--- src/rtl/cdmc_regs.svh ---
// Timing counts and pin idle values for the cached DRAM module controller
`ifndef CDMC_REGS_SVH
`define CDMC_REGS_SVH

// ****************************************************************
// Widths
// ****************************************************************
`define CDMC_ROW_W 11
`define CDMC_COL_W 9
`define CDMC_DQ_W 36
`define CDMC_LANES 5
`define CDMC_GROUPS 2
`define CDMC_CNT_W 4

// ****************************************************************
// Timing, in ns, and derived cycle counts
// ****************************************************************
`define CDMC_CLK_NS 50
`define CDMC_T_ROW_LOW_NS 35
`define CDMC_T_PRE_NS 30
`define CDMC_T_COL_ACC_NS 15
`define CDMC_T_WR_PULSE_NS 5
`define CDMC_CYC(ns) ((((ns) + `CDMC_CLK_NS - 1) / `CDMC_CLK_NS) < 1 ? 1 : \
    (((ns) + `CDMC_CLK_NS - 1) / `CDMC_CLK_NS))
`define CDMC_ROW_CYC `CDMC_CYC(`CDMC_T_ROW_LOW_NS)
`define CDMC_PRE_CYC `CDMC_CYC(`CDMC_T_PRE_NS)
`define CDMC_ACC_CYC `CDMC_CYC(`CDMC_T_COL_ACC_NS)
`define CDMC_WE_CYC `CDMC_CYC(`CDMC_T_WR_PULSE_NS)

// ****************************************************************
// Idle pin levels
// ****************************************************************
`define CDMC_ROW_IDLE 2'h3
`define CDMC_LATCH_IDLE 5'h1f

`endif

--- src/rtl/cdmc_pkg.sv ---
// Types shared by the cached DRAM module controller
`include "cdmc_regs.svh"

package cdmc_pkg;

    // ****************************************************************
    // Sequencer states, Gray coded along the access path
    // ****************************************************************
    typedef enum logic [2:0] {
        CDMC_IDLE = 3'h0,
        CDMC_SETUP = 3'h1,
        CDMC_ROW = 3'h3,
        CDMC_COL = 3'h2,
        CDMC_XFER = 3'h6,
        CDMC_PRE = 3'h7
    } cdmc_state_e;

    // ****************************************************************
    // Module pins driven by the controller
    // ****************************************************************
    typedef struct packed {
        logic [`CDMC_GROUPS-1:0] row_strobe_n;
        logic [`CDMC_LANES-1:0] col_latch_n;
        logic [`CDMC_ROW_W-1:0] multiplexed_address;
        logic write_sel;
        logic refresh_sel_n;
        logic write_en_n;
        logic out_gate_n;
        logic chip_sel_n;
        logic [`CDMC_DQ_W-1:0] dq_o;
        logic dq_oe;
    } cdmc_pins_s;

    // ****************************************************************
    // User request
    // ****************************************************************
    typedef struct packed {
        logic write;
        logic refresh;
        logic [`CDMC_LANES-1:0] lane_en;
        logic [`CDMC_ROW_W-1:0] row;
        logic [`CDMC_COL_W-1:0] col;
        logic [`CDMC_DQ_W-1:0] wdata;
    } cdmc_req_s;

endpackage : cdmc_pkg

--- src/rtl/cdmc_ctrl.sv ---
// Host-side controller that sequences the pins of a cached DRAM module
// Operation
// - On reads the row strobe returns high once the row is cached, and cached data stay readable.
// - The column latch strobe is high at every row-strobe fall, refresh cycles included.
// - Chip select stays low through any read or write, and strobes rows only for refresh when high.
// - A 9-bit column address presented later selects cached read data or the write column.
`timescale 1ns/100ps
`default_nettype none
`include "cdmc_regs.svh"

module cdmc_ctrl #(
    parameter int ROW_CYC = `CDMC_ROW_CYC,
    parameter int PRE_CYC = `CDMC_PRE_CYC,
    parameter int ACC_CYC = `CDMC_ACC_CYC,
    parameter int WE_CYC = `CDMC_WE_CYC
) (
    input wire logic clk,
    input wire logic rst,
    input wire logic req_valid,
    input var cdmc_pkg::cdmc_req_s req,
    output logic req_ready,
    output logic [`CDMC_DQ_W-1:0] rdata,
    output logic rvalid,
    output var cdmc_pkg::cdmc_pins_s pins,
    input wire logic [`CDMC_DQ_W-1:0] dq_i
);

    // ****************************************************************
    // State
    // ****************************************************************
    typedef struct packed {
        cdmc_pkg::cdmc_state_e st;
        logic [`CDMC_CNT_W-1:0] cnt;
        cdmc_pkg::cdmc_req_s req;
        logic [`CDMC_GROUPS-1:0] need;
        logic [`CDMC_GROUPS-1:0] hit;
        cdmc_pkg::cdmc_pins_s pins;
        logic [`CDMC_DQ_W-1:0] rdata;
        logic rvalid;
        logic ready;
    } cdmc_ctrl_s;

    cdmc_ctrl_s q;
    cdmc_ctrl_s d;
    cdmc_ctrl_s rst_val;

    logic [`CDMC_ROW_W-1:0] tag_row [`CDMC_GROUPS];
    logic [`CDMC_GROUPS-1:0] tag_valid;
    logic [`CDMC_GROUPS-1:0] tag_load;
    logic [`CDMC_GROUPS-1:0] req_need;
    logic [`CDMC_GROUPS-1:0] req_hit;
    logic [`CDMC_GROUPS-1:0] strobe;

    always_comb
    begin
        rst_val = '0;
        rst_val.st = cdmc_pkg::CDMC_IDLE;
        rst_val.ready = 1'b1;
        rst_val.pins.row_strobe_n = `CDMC_ROW_IDLE;
        rst_val.pins.col_latch_n = `CDMC_LATCH_IDLE;
        rst_val.pins.refresh_sel_n = 1'b1;
        rst_val.pins.write_en_n = 1'b1;
        rst_val.pins.out_gate_n = 1'b1;
        rst_val.pins.chip_sel_n = 1'b1;
    end

    // ****************************************************************
    // Row cache tracking, one tracker per row-strobe group
    // ****************************************************************
    // Group 0 holds lanes 0,1; group 1 holds lanes 2,3 and parity
    assign req_need = req.refresh ? `CDMC_ROW_IDLE :
        {|req.lane_en[4:2], |req.lane_en[1:0]};

    for (genvar g = 0; g < `CDMC_GROUPS; g++)
    begin : g_tag
        cdmc_tag #(
            .ROW_W(`CDMC_ROW_W)
        ) u_tag (
            .clk(clk),
            .rst(rst),
            .load(tag_load[g]),
            .row_in(q.req.row),
            .tag_row_q(tag_row[g]),
            .tag_valid_q(tag_valid[g])
        );
        assign req_hit[g] = tag_valid[g] && (tag_row[g] == req.row);
    end

    // Array read just filled the cache of every strobed group
    assign tag_load = (q.st == cdmc_pkg::CDMC_ROW && q.cnt == '0 && !q.req.refresh
        && !q.req.write) ? ~q.pins.row_strobe_n : '0;

    // Writes always need an array cycle; reads only on a miss
    assign strobe = q.req.refresh ? `CDMC_ROW_IDLE :
        (q.req.write ? q.need : (q.need & ~q.hit));

    // ****************************************************************
    // Sequencer
    // ****************************************************************
    always_comb
    begin
        logic go_col;
        go_col = 1'b0;
        d = q;
        d.rvalid = 1'b0;
        case (q.st)
            cdmc_pkg::CDMC_IDLE:
            begin
                if (req_valid && q.ready)
                begin
                    d.req = req;
                    d.need = req_need;
                    d.hit = req_hit;
                    d.ready = 1'b0;
                    d.st = cdmc_pkg::CDMC_SETUP;
                    // Refresh may run with the module asleep
                    d.pins.chip_sel_n = req.refresh;
                    d.pins.multiplexed_address = req.row;
                    d.pins.write_sel = req.write & ~req.refresh;
                    d.pins.refresh_sel_n = ~req.refresh;
                end
            end
            cdmc_pkg::CDMC_SETUP:
            begin
                if (strobe != '0)
                begin
                    // Column latches stay high here: transparent at the fall
                    d.pins.row_strobe_n = ~strobe;
                    d.cnt = `CDMC_CNT_W'(ROW_CYC - 1);
                    d.st = cdmc_pkg::CDMC_ROW;
                end
                else
                begin
                    go_col = 1'b1;
                end
            end
            cdmc_pkg::CDMC_ROW:
            begin
                if (q.cnt != '0)
                begin
                    d.cnt = q.cnt - `CDMC_CNT_W'(1);
                end
                else if (q.req.refresh)
                begin
                    d.pins.row_strobe_n = `CDMC_ROW_IDLE;
                    d.pins.refresh_sel_n = 1'b1;
                    d.cnt = `CDMC_CNT_W'(PRE_CYC - 1);
                    d.st = cdmc_pkg::CDMC_PRE;
                end
                else
                begin
                    go_col = 1'b1;
                end
            end
            cdmc_pkg::CDMC_COL:
            begin
                d.st = cdmc_pkg::CDMC_XFER;
                if (q.req.write)
                begin
                    // Lane strobe and write strobe low together start the write
                    d.pins.col_latch_n = ~q.req.lane_en;
                    d.pins.write_en_n = 1'b0;
                    d.cnt = `CDMC_CNT_W'(WE_CYC - 1);
                end
                else
                begin
                    d.cnt = `CDMC_CNT_W'(ACC_CYC - 1);
                end
            end
            cdmc_pkg::CDMC_XFER:
            begin
                if (q.cnt != '0)
                begin
                    d.cnt = q.cnt - `CDMC_CNT_W'(1);
                end
                else
                begin
                    if (!q.req.write)
                    begin
                        d.rdata = dq_i;
                        d.rvalid = 1'b1;
                    end
                    d.pins = rst_val.pins;
                    d.pins.multiplexed_address = q.pins.multiplexed_address;
                    d.cnt = `CDMC_CNT_W'(PRE_CYC - 1);
                    d.st = cdmc_pkg::CDMC_PRE;
                end
            end
            cdmc_pkg::CDMC_PRE:
            begin
                // Honours row precharge before the next fall
                if (q.cnt != '0)
                begin
                    d.cnt = q.cnt - `CDMC_CNT_W'(1);
                end
                else
                begin
                    d.pins = rst_val.pins;
                    d.ready = 1'b1;
                    d.st = cdmc_pkg::CDMC_IDLE;
                end
            end
            default:
            begin
                d = rst_val;
            end
        endcase
        if (go_col)
        begin
            d.st = cdmc_pkg::CDMC_COL;
            d.pins.multiplexed_address = {2'h0, q.req.col};
            if (q.req.write)
            begin
                d.pins.dq_o = q.req.wdata;
                d.pins.dq_oe = 1'b1;
            end
            else
            begin
                // Early precharge; cached row still readable
                d.pins.row_strobe_n = `CDMC_ROW_IDLE;
                d.pins.out_gate_n = 1'b0;
            end
        end
    end

    always_ff @(posedge clk)
    begin
        if (rst)
        begin
            q <= rst_val;
        end
        else
        begin
            q <= d;
        end
    end

    assign pins = q.pins;
    assign req_ready = q.ready;
    assign rdata = q.rdata;
    assign rvalid = q.rvalid;
endmodule : cdmc_ctrl

`default_nettype wire

--- src/rtl/cdmc_tag.sv ---
// Last-read-row tracker for one row-strobe group
`timescale 1ns/100ps
`default_nettype none

module cdmc_tag #(
    parameter int ROW_W = 11
) (
    input wire logic clk,
    input wire logic rst,
    input wire logic load,
    input wire logic [ROW_W-1:0] row_in,
    output logic [ROW_W-1:0] tag_row_q,
    output logic tag_valid_q
);

    typedef struct packed {
        logic [ROW_W-1:0] row;
        logic valid;
    } cdmc_tag_s;

    cdmc_tag_s q;
    cdmc_tag_s d;

    always_comb
    begin
        d = q;
        if (load)
        begin
            d.row = row_in;
            d.valid = 1'b1;
        end
    end

    always_ff @(posedge clk)
    begin
        if (rst)
        begin
            q <= '0;
        end
        else
        begin
            q <= d;
        end
    end

    assign tag_row_q = q.row;
    assign tag_valid_q = q.valid;

endmodule : cdmc_tag

`default_nettype wire

--- config.mk ---
export PLATFORM = sky130hd
export DESIGN_NAME = cdmc_ctrl
export DESIGN_NICKNAME = d
export VERILOG_FILES = /design/src/rtl/cdmc_pkg.sv /design/src/rtl/cdmc_ctrl.sv /design/src/rtl/cdmc_tag.sv
export VERILOG_INCLUDE_DIRS = /design/src /design/src/rtl
export SDC_FILE = /design/constraint.sdc
export NUM_CORES = 1
export LEC_CHECK = 0
export ABC_CLOCK_PERIOD_IN_PS = 2100
export BUFFER_PORTS_ARGS = -buffer_cell sky130_fd_sc_hd__buf_4
export CAP_MARGIN = 20
export CORE_AREA = 2 2 139 141
export DETAILED_ROUTE_END_ITERATION = 16
export DIE_AREA = 0 0 141 143
export GPL_TIMING_DRIVEN = 1
export PLACE_DENSITY_LB_ADDON = 0.08
export SKIP_LAST_GASP = 1
export SYNTH_ARGS = -nofsm -noshare
export SYNTH_HDL_FRONTEND = slang
export SYNTH_HIERARCHICAL = 1
export SYNTH_SLANG_ARGS = --single-unit
--- constraint.sdc ---
create_clock -name clk -period 2.1 [get_ports clk]
set_input_delay 0.315 -clock clk [delete_from_list [all_inputs] [get_ports clk]]
set_output_delay 0.315 -clock clk [all_outputs]
set_load 0.02 [all_outputs]
Word level (Yosys, flattened, before mapping)
Index checks and enable logic that the tools add are counted.
{"block": "op_classes", "mux": 53, "addsub": 1, "reduce_logical": 34, "n_eq_ne": 25, "bitwise": 15}
{"op": "$pmux W67 S2", "n": 1}
{"op": "$mux W37", "n": 3}
{"op": "$pmux W37 S3", "n": 1}
{"op": "$mux W97", "n": 1}
{"op": "$pmux W37 S2", "n": 1}
{"op": "$mux W67", "n": 1}
{"op": "$mux W60", "n": 1}
{"op": "$pmux W12 S4", "n": 1}
{"op": "$eq A11 B11 Y1", "n": 2}
{"op": "$mux W2", "n": 10}
{"op": "$ne A2 B2 Y1 const B", "n": 10}
{"op": "$pmux W4 S5", "n": 1}
{"op": "$pmux W5 S4", "n": 1}
{"op": "$reduce_and A4 Y1", "n": 5}
{"op": "$pmux W3 S6", "n": 1}
{"op": "$reduce_and A6 Y1", "n": 3}
{"op": "$mux W7", "n": 2}
{"op": "$mux W13", "n": 1}
{"op": "$mux W3", "n": 4}
{"op": "$mux W4", "n": 3}
{"op": "$ne A3 B3 Y1 const B", "n": 4}
{"op": "$mux W1", "n": 11}
{"op": "$pmux W2 S5", "n": 1}
{"op": "$reduce_or A5 Y1", "n": 2}
{"op": "28 further kinds", "n": 57}
{"block": "word_totals", "regBits": 196, "out_inout_bits": 98, "elab_cells": 157, "inputBits": 102}

Depth between registers and ports, before layout
Gate-level depths: netlist of run 1.
{"block": "logic_depth", "word_depth": 9, "ltp_mapped": 10, "ltp_nobuf": 7}

By module
The synthesis of run 1 kept the hierarchy.
{"module": "cdmc_ctrl", "cells_each": 887, "seq_area_each_um2": 3443.3, "n_inst": 1, "area_each_um2": 7561.0}
{"module": "cdmc_tag", "cells_each": 38, "seq_area_each_um2": 240.2, "n_inst": 2, "area_each_um2": 415.4}

Worst setup path before layout of run 1
OpenSTA, ideal clock, no wires.
{"block": "synth_timing", "kind": "reg-to-reg", "start": "reg q[165] (netlist bit)", "end": "reg g_tag[0].u_tag.q, in the netlist g_tag[0].u_tag/tag_row_q[0]", "stages_incl_launch_ff": 9, "period_less_slack_ps": 2111, "n_path_buf": 1, "setup_ps": 117, "arrival_time_ps": 1994, "required_ps": 1983, "slack_ps": -11, "path_cell_list": "dfxtp_1 inv_1 ha_1 nor3b_1 nand2_1 nor4_1 buf_6 mux2i_1 nor2_1"}
{"block": "synth_between", "elab_chain_len": 5}
{"item": "start, declared", "line": "cdmc_ctrl.sv:43", "text": "cdmc_ctrl_s q;"}
{"item": "start signal, assigned", "line": "cdmc_ctrl.sv:230", "text": "q <= rst_val;"}
{"item": "$logic_not A4 Y1", "line": "cdmc_ctrl.sv:90", "text": "assign tag_load = (q.st == cdmc_pkg::CDMC_ROW && q.cnt == '0 && !q.req.refresh"}
{"item": "$logic_and A1 B1 Y1 (2 in series)", "line": "cdmc_ctrl.sv:90"}
{"item": "$logic_and A1 B1 Y1", "line": "cdmc_ctrl.sv:91", "text": "&& !q.req.write) ? ~q.pins.row_strobe_n : '0;"}
{"item": "$mux W2", "line": "cdmc_ctrl.sv:91"}
{"item": "via tag_load[0]", "line": "cdmc_ctrl.sv:49", "text": "logic [`CDMC_GROUPS-1:0] tag_load;"}
{"item": "end signal, assigned", "line": "cdmc_tag.sv:38", "text": "q <= '0;"}
{"item": "end signal, assigned", "line": "cdmc_tag.sv:42", "text": "q <= d;"}
{"item": "end, declared", "line": "cdmc_tag.sv:21", "text": "cdmc_tag_s q;"}
The timed path passes the listed nets, and every way through them passes these cells.
A chain may end at the register's enable or synchronous reset.

Final worst setup path of run 1
{"block": "layout_timing", "start": "reg q[165] (netlist bit)", "end": "reg q, in the netlist pins[49]"}
{"block": "layout_between", "elab_chain_len": 5, "elab_cells_between_ends": 9, "cone_classes": "eq/ne: 4; mux: 3; reduce/logical: 2"}
{"item": "$reduce_bool A4 Y1 *", "line": "cdmc_ctrl.sv:139, cdmc_ctrl.sv:192"}
{"item": "$mux W1", "line": "cdmc_ctrl.sv:139", "text": "if (q.cnt != '0)"}
{"item": "$pmux W1 S2", "line": "cdmc_ctrl.sv:106", "text": "case (q.st)"}
{"item": "$ne A3 B3 Y1 (no source line), or another cell as far along"}
{"item": "$reduce_and A4 Y1 (no source line)"}
Mark *: on every way between the ends. The rest lies on a longest branch, timed or not.

==> flow_summary.ini, run 1 <==
[clock_network]
clock_tree.root_cell = clkbuf_16
ctsHtreeMaxLevel = 4
clock-sinks = 196
worstSkewPairLatency_ns = 0.43
cts_buffers = 17
cts.hold.buffers_added = 0
cts.reportedPaths.clkPinSlew_ns = 0.07
cts_tree = yes
clk_path_buf_depth = 2

[cells_and_area]
finish.net_count = 1163
ratio_of_cells_with_drive_above_1_in_the_final_layout_pct = 28.0
layout.cell_area.non_filler_sq_um = 10200
num_antenna_cells = 0
area_growth_pct = 21.9

[yosys]
synth_nets = 1067
yosysUniqueCellTypes = 56
postSynth.topFlopCell = dfxtp_1
synth_edf_count = 0
postSynthRegisterBits = 196
ys_top_cells_by_area = dfxtp_1 47%, buf_4 8.8%, nand3_1 8.3%
synthesis.area_sq_um = 8390
synth_most_common_cell = dfxtp_1
yosys_warnings = 6
synth.top_cell.area_share_pct = 46.8
netlist_instances = 963
synth_area_leader_cell = dfxtp_1
synth_commonest_cells = 196 x dfxtp_1, 140 x nand3_1, 117 x a21oi_1, 98 x buf_4, 86 x nand2_1
seq_area_frac_synth_pct = 46.8
syn-mean-instance-area_sq_um = 8.71
synth_async_sr_flop_share_pct = 0

[route]
drc_errors = 0
initialDrtViolationCount = 417
dr_wl_met3_mm = 1.42
via_per_inst = 5.32
top_signal_layer_used = met4
met1_length_mm = 10.4
iteration_count_of_the_initial_detailed_routing_pass = 6
routed_wirelength_mm = 22.2
postRouteAntennaNets = 0
via_count = 6943
met2_wirelength_mm = 10.2
detail_route.wl_per_cell_um = 17.0

[global_routing]
overflow = 0
grt_start_max_net_pins = 96
number_of_global_route_vias_before_repair = 6494
gr-usage-all-layers_pct = 21.9
antenna_found_initial = 0
grt_first_pass_wirelength_mm = 35.1

[placement]
place.port_buffers = 199
detailed_place.area_sq_um = 9570
dp_worst_setup_slack_ns = -0.0725
dp.final_hpwl_mm = 14.5
gp_congestion = 0.859

[timing]
finalCriticalPeriod_ns = 2.03
slew_headroom_pct = 54.9
rsz_0062_raised_after_global_routing = true
final.setup.worst_slack_ns = 0.0683
fmaxAchievable_mhz = 492
maxSlewViolCount = 0
clock-skew-final_ns = 0.0116
fin_crit_sh_pct = 96.7
worst_hold_slack_ns = 0.0965
tightest_slew_ns = 0.674
final_count_of_negative_setup_slack_endpoints = 0
finalHoldViolCount = 0

[setup_path]
slowest_stage = dfxtp_1
worstPathArrival_ns = 2.34
reg2reg_depth = 8
r2r-start = q[165]
crit_path_class = register to register
crit-reg2reg-capture = pins[49]
timing.reg2reg.setup_slack_ns = 0.07
crit_path_start_kind = register
critPathMaxStageDelay_ns = 0.33
cp-end-kind = register
worst-path-max-fanout = 7
path_cells = inv_1 > ha_1 > nor3b_1 > and3_2 > or2_4 > buf_4 > a22oi_1 > a21oi_1
worstPathRequired_ns = 2.41

[power]
power.leakage_nw = 4.00
power-per-cell-area_nw_per_um2 = 1190
ir_drop_uv = 857

[min_path]
timing.hold.worst.start = dq_i[19]
worst_hold_path.endpoint = rdata[19]
min_delay_path_depth = 2
worst_hold_path_type = input port to register

[floorplan]
effective_utilization_at_floorplan_pct = 45.2
die_y_um = 143
die_width_um = 141
top_level_ports = 200
dieArea_sq_um = 20200
rows = 50
core_region_area_sq_um = 18600

[run_status]
status = complete, no violations

[run]
max_cap_violations = 0
==> per-stage QoR <==
step / instances / TNS (ns) / power, W / util (%)
3_3_place_gp: 1271 / -0.0975 / 0.00883 / 51.5
4_1_cts: 1303 / 0 / 0.0122 / 54.8
5_1_grt: 1305 / -0.0540 / 0.0129 / 55.1
2_1_floorplan: 963 / -0.192 / 0.00733 / -
3_5_place_dp: 1271 / -1.19 / 0.00887 / 51.5
6_report: 1305 / 0 / 0.0122 / 55.1
==> worst max-delay path by stage <==
| stage | slack [ns] | end | startpoint | cells after the start |
|---|---|---|---|---|
| 2_1_floorplan | -0.01 | g_tag[0].u_tag/tag_row_q[0] | q[165] | 8 |
| 3_3_place_gp | -0.01 | pins[5] | q[165] | 7 |
| 3_5_place_dp | -0.07 | pins[25] | q[165] | 7 |
| 4_1_cts | 0.005 | q[169] | q[165] | 7 |
| 5_1_grt | -0.03 | pins[45] | q[165] | 9 |
| 6_report | 0.07 | pins[49] | q[165] | 8 |
==> power breakdown <==
part           switching (W)  total (W)  internal [W]
Combinational        0.00273    0.00440       0.00167
Sequential          0.000312    0.00450       0.00419
Clock                0.00152    0.00331       0.00179
Total                0.00456     0.0122       0.00765
==> flip-flops by register name, indices dropped and copies added (netlist names) <==
name,count
req_ready,1
g_tag.u_tag/tag_valid_q,2
g_tag.u_tag/tag_row_q,22
rdata,36
rvalid,1
q,74
pins,60
==> per-layer routing <==
metal	up-vias	GRT usage, %
met3	12	6.34
met5	-	0
met4	0	5.00
li1	3460	-
met1	3283	29.7
met2	188	34.9
==> cell families (layout without fill, tap and decap cells) <==
family | after synthesis | in the layout | share of synthesized area (%)
XOR/XNOR | 23 | 23 | 2.40
AND/OR/NAND/NOR | 333 | 333 | 18.5
adder cells (fa/ha/maj) | 2 | 2 | 0.298
multiplexers | 23 | 23 | 2.74
AO/OA/AOI/OAI | 209 | 210 | 16.0
flip-flops | 196 | 196 | 46.8
buffers and inverters | 177 | 284 | 13.3
==> what timing repair did <==
item                       CTS  global route
setup endpoints to repair   37            88
resized for setup            3             5
setup buffers                0             2
cloned                       1             0
pin swaps                    1             1
==> worst max-delay path: cells and delay by family, from the launching register on <==
kind / cells / cell delay (ns)
AO/OA/AOI/OAI: 2 / 0.43
AND/OR/NAND/NOR: 3 / 0.73
adder cells (fa/ha/maj): 1 / 0.19
flip-flops: 1 / 0.33
buffers and inverters: 2 / 0.23
==> cells in the final DEF, fill, tap and decap left out, drive strengths merged, types with 6 or more instances in the layout <==
master  instances
mux2i          23
a211o           9
nor3           17
o21ai           7
clkbuf         17
nand4           6
dfxtp         196
a22o           29
buf           247
nand3         140
nor2           57
o211ai          7
a21oi         117
inv            12
a22oi          19
nand2          86
xnor2          23
nand2b          8
==> area by class of cell <==
type,instances,area (sq um)
Fill cell,1779,8350
Sequential cell,196,3930
Multi-Input combinational cell,591,3440
Timing Repair Buffer,247,1960
Clock buffer,17,425
Tap cell,234,293
Clock inverter,14,170
Inverter,6,22.5
Note: power is estimated with default switching activity, not from simulation.
==> run 2, diff against run 1 <==
CORE_AREA = 2 2 161 163   (was 2 2 139 141)
DIE_AREA = 0 0 163 165   (was 0 0 141 143)
GPL_TIMING_DRIVEN = not set   (was 1)
==> flow_summary.ini, run 2 (synthesized netlist as in run 1, its figures left out) <==
[timing]
fmaxAchievable_mhz = 503
finalCriticalPeriod_ns = 1.99
finalHoldViolCount = 0
maxSlewViolCount = 0
tightest_slew_ns = 0.493
worst_hold_slack_ns = 0.0913
fin_crit_sh_pct = 94.6
final_count_of_negative_setup_slack_endpoints = 0
clock-skew-final_ns = 0.0128
timing.setup.tns_ns = 0
slew_headroom_pct = 67.1
rsz_0062_raised_after_global_routing = true

[floorplan]
dieArea_sq_um = 26900
die_width_um = 163
core_region_area_sq_um = 25000
rows = 58
die_y_um = 165
effective_utilization_at_floorplan_pct = 33.5
top_level_ports = 200

[clock_network]
clk_path_buf_depth = 2
ctsHtreeMaxLevel = 4
clock-sinks = 196
clock_tree.root_cell = clkbuf_16
cts.reportedPaths.clkPinSlew_ns = 0.08
cts_buffers = 17
cts_tree = yes
cts.hold.buffers_added = 0
post_cts_buffers = 0
worstSkewPairLatency_ns = 0.43

[min_path]
worst_hold_path_type = input port to register

[setup_path]
cp-end-kind = register
crit_end = q[169]
r2r-start = q[165]
worstPathRequired_ns = 2.43
critical-path-top-delay-family = compound AO/OA/AOI/OAI gates
timing.reg2reg.setup_slack_ns = 0.11
path_cells = inv_1 > ha_2 > or3b_4 > buf_4 > o211a_1 > nor2_1 > a21oi_1 > a2111oi_2
crit_start = q[165]
critPathBufInv = 2
cp.depth = 8
reg2reg_depth = 8
critPathMaxStageDelay_ns = 0.39
worstPathArrival_ns = 2.32
slowest_stage = or3b_4
crit_path_class = register to register
crit-reg2reg-capture = q[169]
crit_path_start_kind = register
worst-path-max-fanout = 4

[route]
detail_route.wl_per_cell_um = 16.8
routed_wirelength_mm = 23.4
iteration_count_of_the_initial_detailed_routing_pass = 5
via_per_inst = 4.93
via_count = 6875
drc_errors = 0
initialDrtViolationCount = 436
postRouteAntennaNets = 0

[run_status]
status = complete, no violations

[cells_and_area]
ratio_of_cells_with_drive_above_1_in_the_final_layout_pct = 28.0
largest-register = q
post-route-util_pct = 41.3
largest_register_ffs = 74
finish.net_count = 1155
area_growth_pct = 23.3
layout.cells.most_common_list = 230 x buf_4, 195 x dfxtp_1, 140 x nand3_1, 116 x a21oi_1, 86 x nand2_1
commonest_non_fill_non_tap_cell_in_the_layout = buf_4
num_antenna_cells = 0

[placement]
dp.final_hpwl_mm = 15.5
gp_congestion = 0.809
place.port_buffers = 199

[power]
finalPower_w = 0.0121
power-per-cell-area_nw_per_um2 = 1170
power.leakage_nw = 3.99
ir_drop_uv = 640

[global_routing]
gr-usage-all-layers_pct = 17.0
grt_first_pass_wirelength_mm = 35.8
overflow = 0
antenna_found_initial = 0
grt_start_max_net_pins = 71
number_of_global_route_vias_before_repair = 6336

[run]
max_cap_violations = 0
==> run 2: cell types whose count changed in the layout (fill, tap and decap cells not counted), sizes merged <==
cell      before  now
o21ai          7    6
clkinvlp       3    0
clkinv         3    4
inv           12   14
clkbuf        17   18
buf          247  240
==> run 2: layout make-up <==
class	instances	area (sq um)
Timing Repair Buffer	240	1910
Clock inverter	14	180
Multi-Input combinational cell	590	3470
Tap cell	330	413
Inverter	6	22.5
Clock buffer	18	429
Fill cell	2555	14700
Sequential cell	196	3930
==> run 2: metrics by stage <==
stage | setup WS [ns] | instances | cell area [sq um]
after floorplan | -0.0107 | 963 | 8390
after global placement | 0.0170 | 1362 | 9670
after detailed placement | -0.0399 | 1362 | 9670
after CTS | 0.0292 | 1394 | 10300
after global routing | -0.0731 | 1394 | 10300
final | 0.113 | 1394 | 10300
==> run 2: timing repair <==
| item | CTS | global route |
|---|---|---|
| resized for setup | 1 | 16 |
| setup endpoints to repair | 22 | 48 |
| pin swaps | 0 | 0 |
| hold endpoints to repair | 0 | 0 |
==> run 2: how the worst min path moves through the flow <==
stage,startpoint,to,slack [ns],cells after the start
after global placement,pins[39],pins[39],0.43,2
after floorplan,rst,g_tag[0].u_tag/tag_row_q[8],0.39,1
final,dq_i[19],rdata[19],0.09,2
after detailed placement,q[103],q[103],0.44,2
after CTS,dq_i[19],rdata[19],0.07,2
after global routing,dq_i[19],rdata[19],0.08,2
==> run 2: metal layers <==
metal	up-vias	GRT usage, %	part of all wire, %
li1	3442	-	-
met1	3240	23.7	46
met2	179	26.4	47
met3	14	4.12	6.2
met4	0	4.22	0.90
met5	-	0	0
==> run 2: where the power goes <==
part	internal (W)	switching (W)	leakage, nW
Clock	0.00182	0.00158	0.299
Sequential	0.00419	0.000313	1.59
Combinational	0.00153	0.00272	2.10
==> run 3, diff against run 2 <==
ABC_AREA = 1   (was not set)
CORE_AREA = 2 2 165 167   (was 2 2 161 163)
DIE_AREA = 0 0 167 169   (was 0 0 163 165)
==> flow_summary.ini, run 3 <==
[clock_network]
cts_tree = yes
clock_tree.root_cell = clkbuf_16
post_cts_buffers = 0
cts.reportedPaths.clkPinSlew_ns = 0.08
cts-resized-gates = 0
clk_path_buf_depth = 2
cts_buffers = 17
ctsHtreeMaxLevel = 4
cts.hold.buffers_added = 0
worstSkewPairLatency_ns = 0.44
clock-sinks = 196

[setup_path]
reg2reg_depth = 10
worst_path_most_repeated_cell = inv_1
crit_path_class = register to register
crit_path_start_kind = register
path_cells = inv_1 > ha_1 > nand3_4 > inv_1 > nand2_2 > nand2_4 > nand2_8 > buf_12 > o21ai_1 > a21oi_1
worstPathRequired_ns = 2.43
worstPathArrival_ns = 2.22
crit-reg2reg-capture = pins[5]
cp-end-kind = register
critPathMaxStageDelay_ns = 0.31
slowest_stage = dfxtp_1
r2r-start = q[165]
critPathBufInv = 3
worst-path-max-fanout = 32
timing.reg2reg.setup_slack_ns = 0.21
critical-path-top-delay-family = simple AND/OR/NAND/NOR gates

[min_path]
worst_hold_path_type = input port to register
worst_hold_path.endpoint = rdata[24]
timing.hold.worst.start = dq_i[24]
min_delay_path_depth = 3

[floorplan]
core_region_area_sq_um = 26500
effective_utilization_at_floorplan_pct = 33.3
die_width_um = 167
top_level_ports = 200
dieArea_sq_um = 28200
rows = 60
die_y_um = 169

[placement]
detailed_place.area_sq_um = 9930
place.port_buffers = 199
dp_worst_setup_slack_ns = 0.172
gp_congestion = 0.826
dp.final_hpwl_mm = 16.5

[route]
routed_wirelength_mm = 24.5
via_per_inst = 4.61
via_count = 7486
iteration_count_of_the_initial_detailed_routing_pass = 5
drc_errors = 0
detail_route.wl_per_cell_um = 15.1
initialDrtViolationCount = 461
postRouteAntennaNets = 0

[cells_and_area]
ratio_of_cells_with_drive_above_1_in_the_final_layout_pct = 23.1
layout.cells.most_common_list = 282 x nand2_1, 217 x buf_4, 196 x dfxtp_1, 132 x a21oi_1, 106 x nor2_1
commonest_non_fill_non_tap_cell_in_the_layout = nand2_1
finish.net_count = 1372
largest-register = q
fill_cells = 2832
layout.cell_area.non_filler_sq_um = 10500
largest_register_ffs = 74
area_growth_pct = 19.4

[global_routing]
overflow = 0
grt_first_pass_wirelength_mm = 39.0
antenna_found_initial = 2
number_of_global_route_vias_before_repair = 7087
grt_start_max_net_pins = 80
gr-usage-all-layers_pct = 17.3

[yosys]
synth_nets = 1287
yosysUniqueCellTypes = 42
synth_async_sr_flop_share_pct = 0
synth_area_leader_cell = dfxtp_1
ys_top_cells_by_area = dfxtp_1 44%, nand2_1 12%, buf_4 8.5%
synthesis.area_sq_um = 8830
postSynthRegisterBits = 196
synth_commonest_cells = 282 x nand2_1, 196 x dfxtp_1, 132 x a21oi_1, 106 x nor2_1, 100 x buf_4
synth_edf_count = 0
syn-mean-instance-area_sq_um = 7.46
postSynth.topFlopCell = dfxtp_1
netlist_instances = 1183
seq_area_frac_synth_pct = 44.5
synth_most_common_cell = nand2_1
synth.top_cell.area_share_pct = 44.5
yosys_warnings = 6

[timing]
finalHoldViolCount = 0
worst_hold_slack_ns = 0.0947
fin_crit_sh_pct = 90.1
rsz_0062_raised_after_global_routing = false
maxSlewViolCount = 0
fmaxAchievable_mhz = 529
timing.setup.tns_ns = 0
tightest_slew_ns = 0.586
final_count_of_negative_setup_slack_endpoints = 0
finalCriticalPeriod_ns = 1.89
clock-skew-final_ns = 0.0156
slew_headroom_pct = 60.6
final.setup.worst_slack_ns = 0.208

[run]
max_cap_violations = 0

[run_status]
status = complete, no violations

[power]
ir_drop_uv = 536
power-per-cell-area_nw_per_um2 = 1260
power.leakage_nw = 4.55
## run 3: area by class of cell
type                    instances  area, sq um  share of cell area [%]
well taps                     341          427                    4.05
flip-flops and latches        196         3920                    37.2
clock inverters                14          160                    1.52
diodes                          2         5.00                  0.0475
repair buffers                224         1770                    16.8
clock buffers                  18          429                    4.07
multi-input cells             756         3550                    33.7
inverters                      73          274                    2.60
## run 3: cell families after synthesis
logic type / count (synthesis) / synth area share, %
buffers and inverters: 232 / 15.5
flip-flops: 196 / 44.5
XOR/XNOR: 7 / 0.695
AND/OR/NAND/NOR: 514 / 25.0
adder cells (fa/ha/maj): 2 / 0.283
AO/OA/AOI/OAI: 232 / 14.0
## run 3: worst max-delay path by stage
stage | start | endpoint | slack (ns) | cells past startpoint
floorplan | q[165] | rdata[21] | 0.45 | 10
global placement | q[165] | pins[31] | 0.21 | 10
detailed placement | q[165] | pins[32] | 0.17 | 10
CTS | q[165] | pins[6] | 0.17 | 10
global route | q[165] | pins[11] | 0.004 | 10
finish | q[165] | pins[5] | 0.21 | 10
## run 3: metrics by stage
step | std cells | total power [W] | utilization, %
floorplan | 1183 | 0.00870 | -
global placement | 1589 | 0.0102 | 37.5
detailed placement | 1589 | 0.0101 | 37.5
CTS | 1621 | 0.0135 | 39.7
global route | 1622 | 0.0143 | 39.7
finish | 1624 | 0.0133 | 39.8
## run 3: per-layer routing
layer	GRT usage, %	part of all wire (%)	wire (um)	up-vias
met5	0	0	0	-
li1	-	-	-	3914
met2	27.0	45	11000	188
met3	4.37	6.0	1470	7
met1	24.1	49	12000	3377
met4	3.60	0.58	142	0
## run 3: power breakdown
| group | switching (W) | internal [W] | leakage [nW] |
|---|---|---|---|
| clock network | 0.00169 | 0.00161 | 0.287 |
| logic | 0.00326 | 0.00173 | 2.67 |
| registers | 0.000511 | 0.00452 | 1.60 |
## run 3: worst min-delay path: cells and delay by family
family / cells / cell delay [ns]
and+or+nand+nor: 2 / 0.11
buffers and inverters: 1 / 0.08
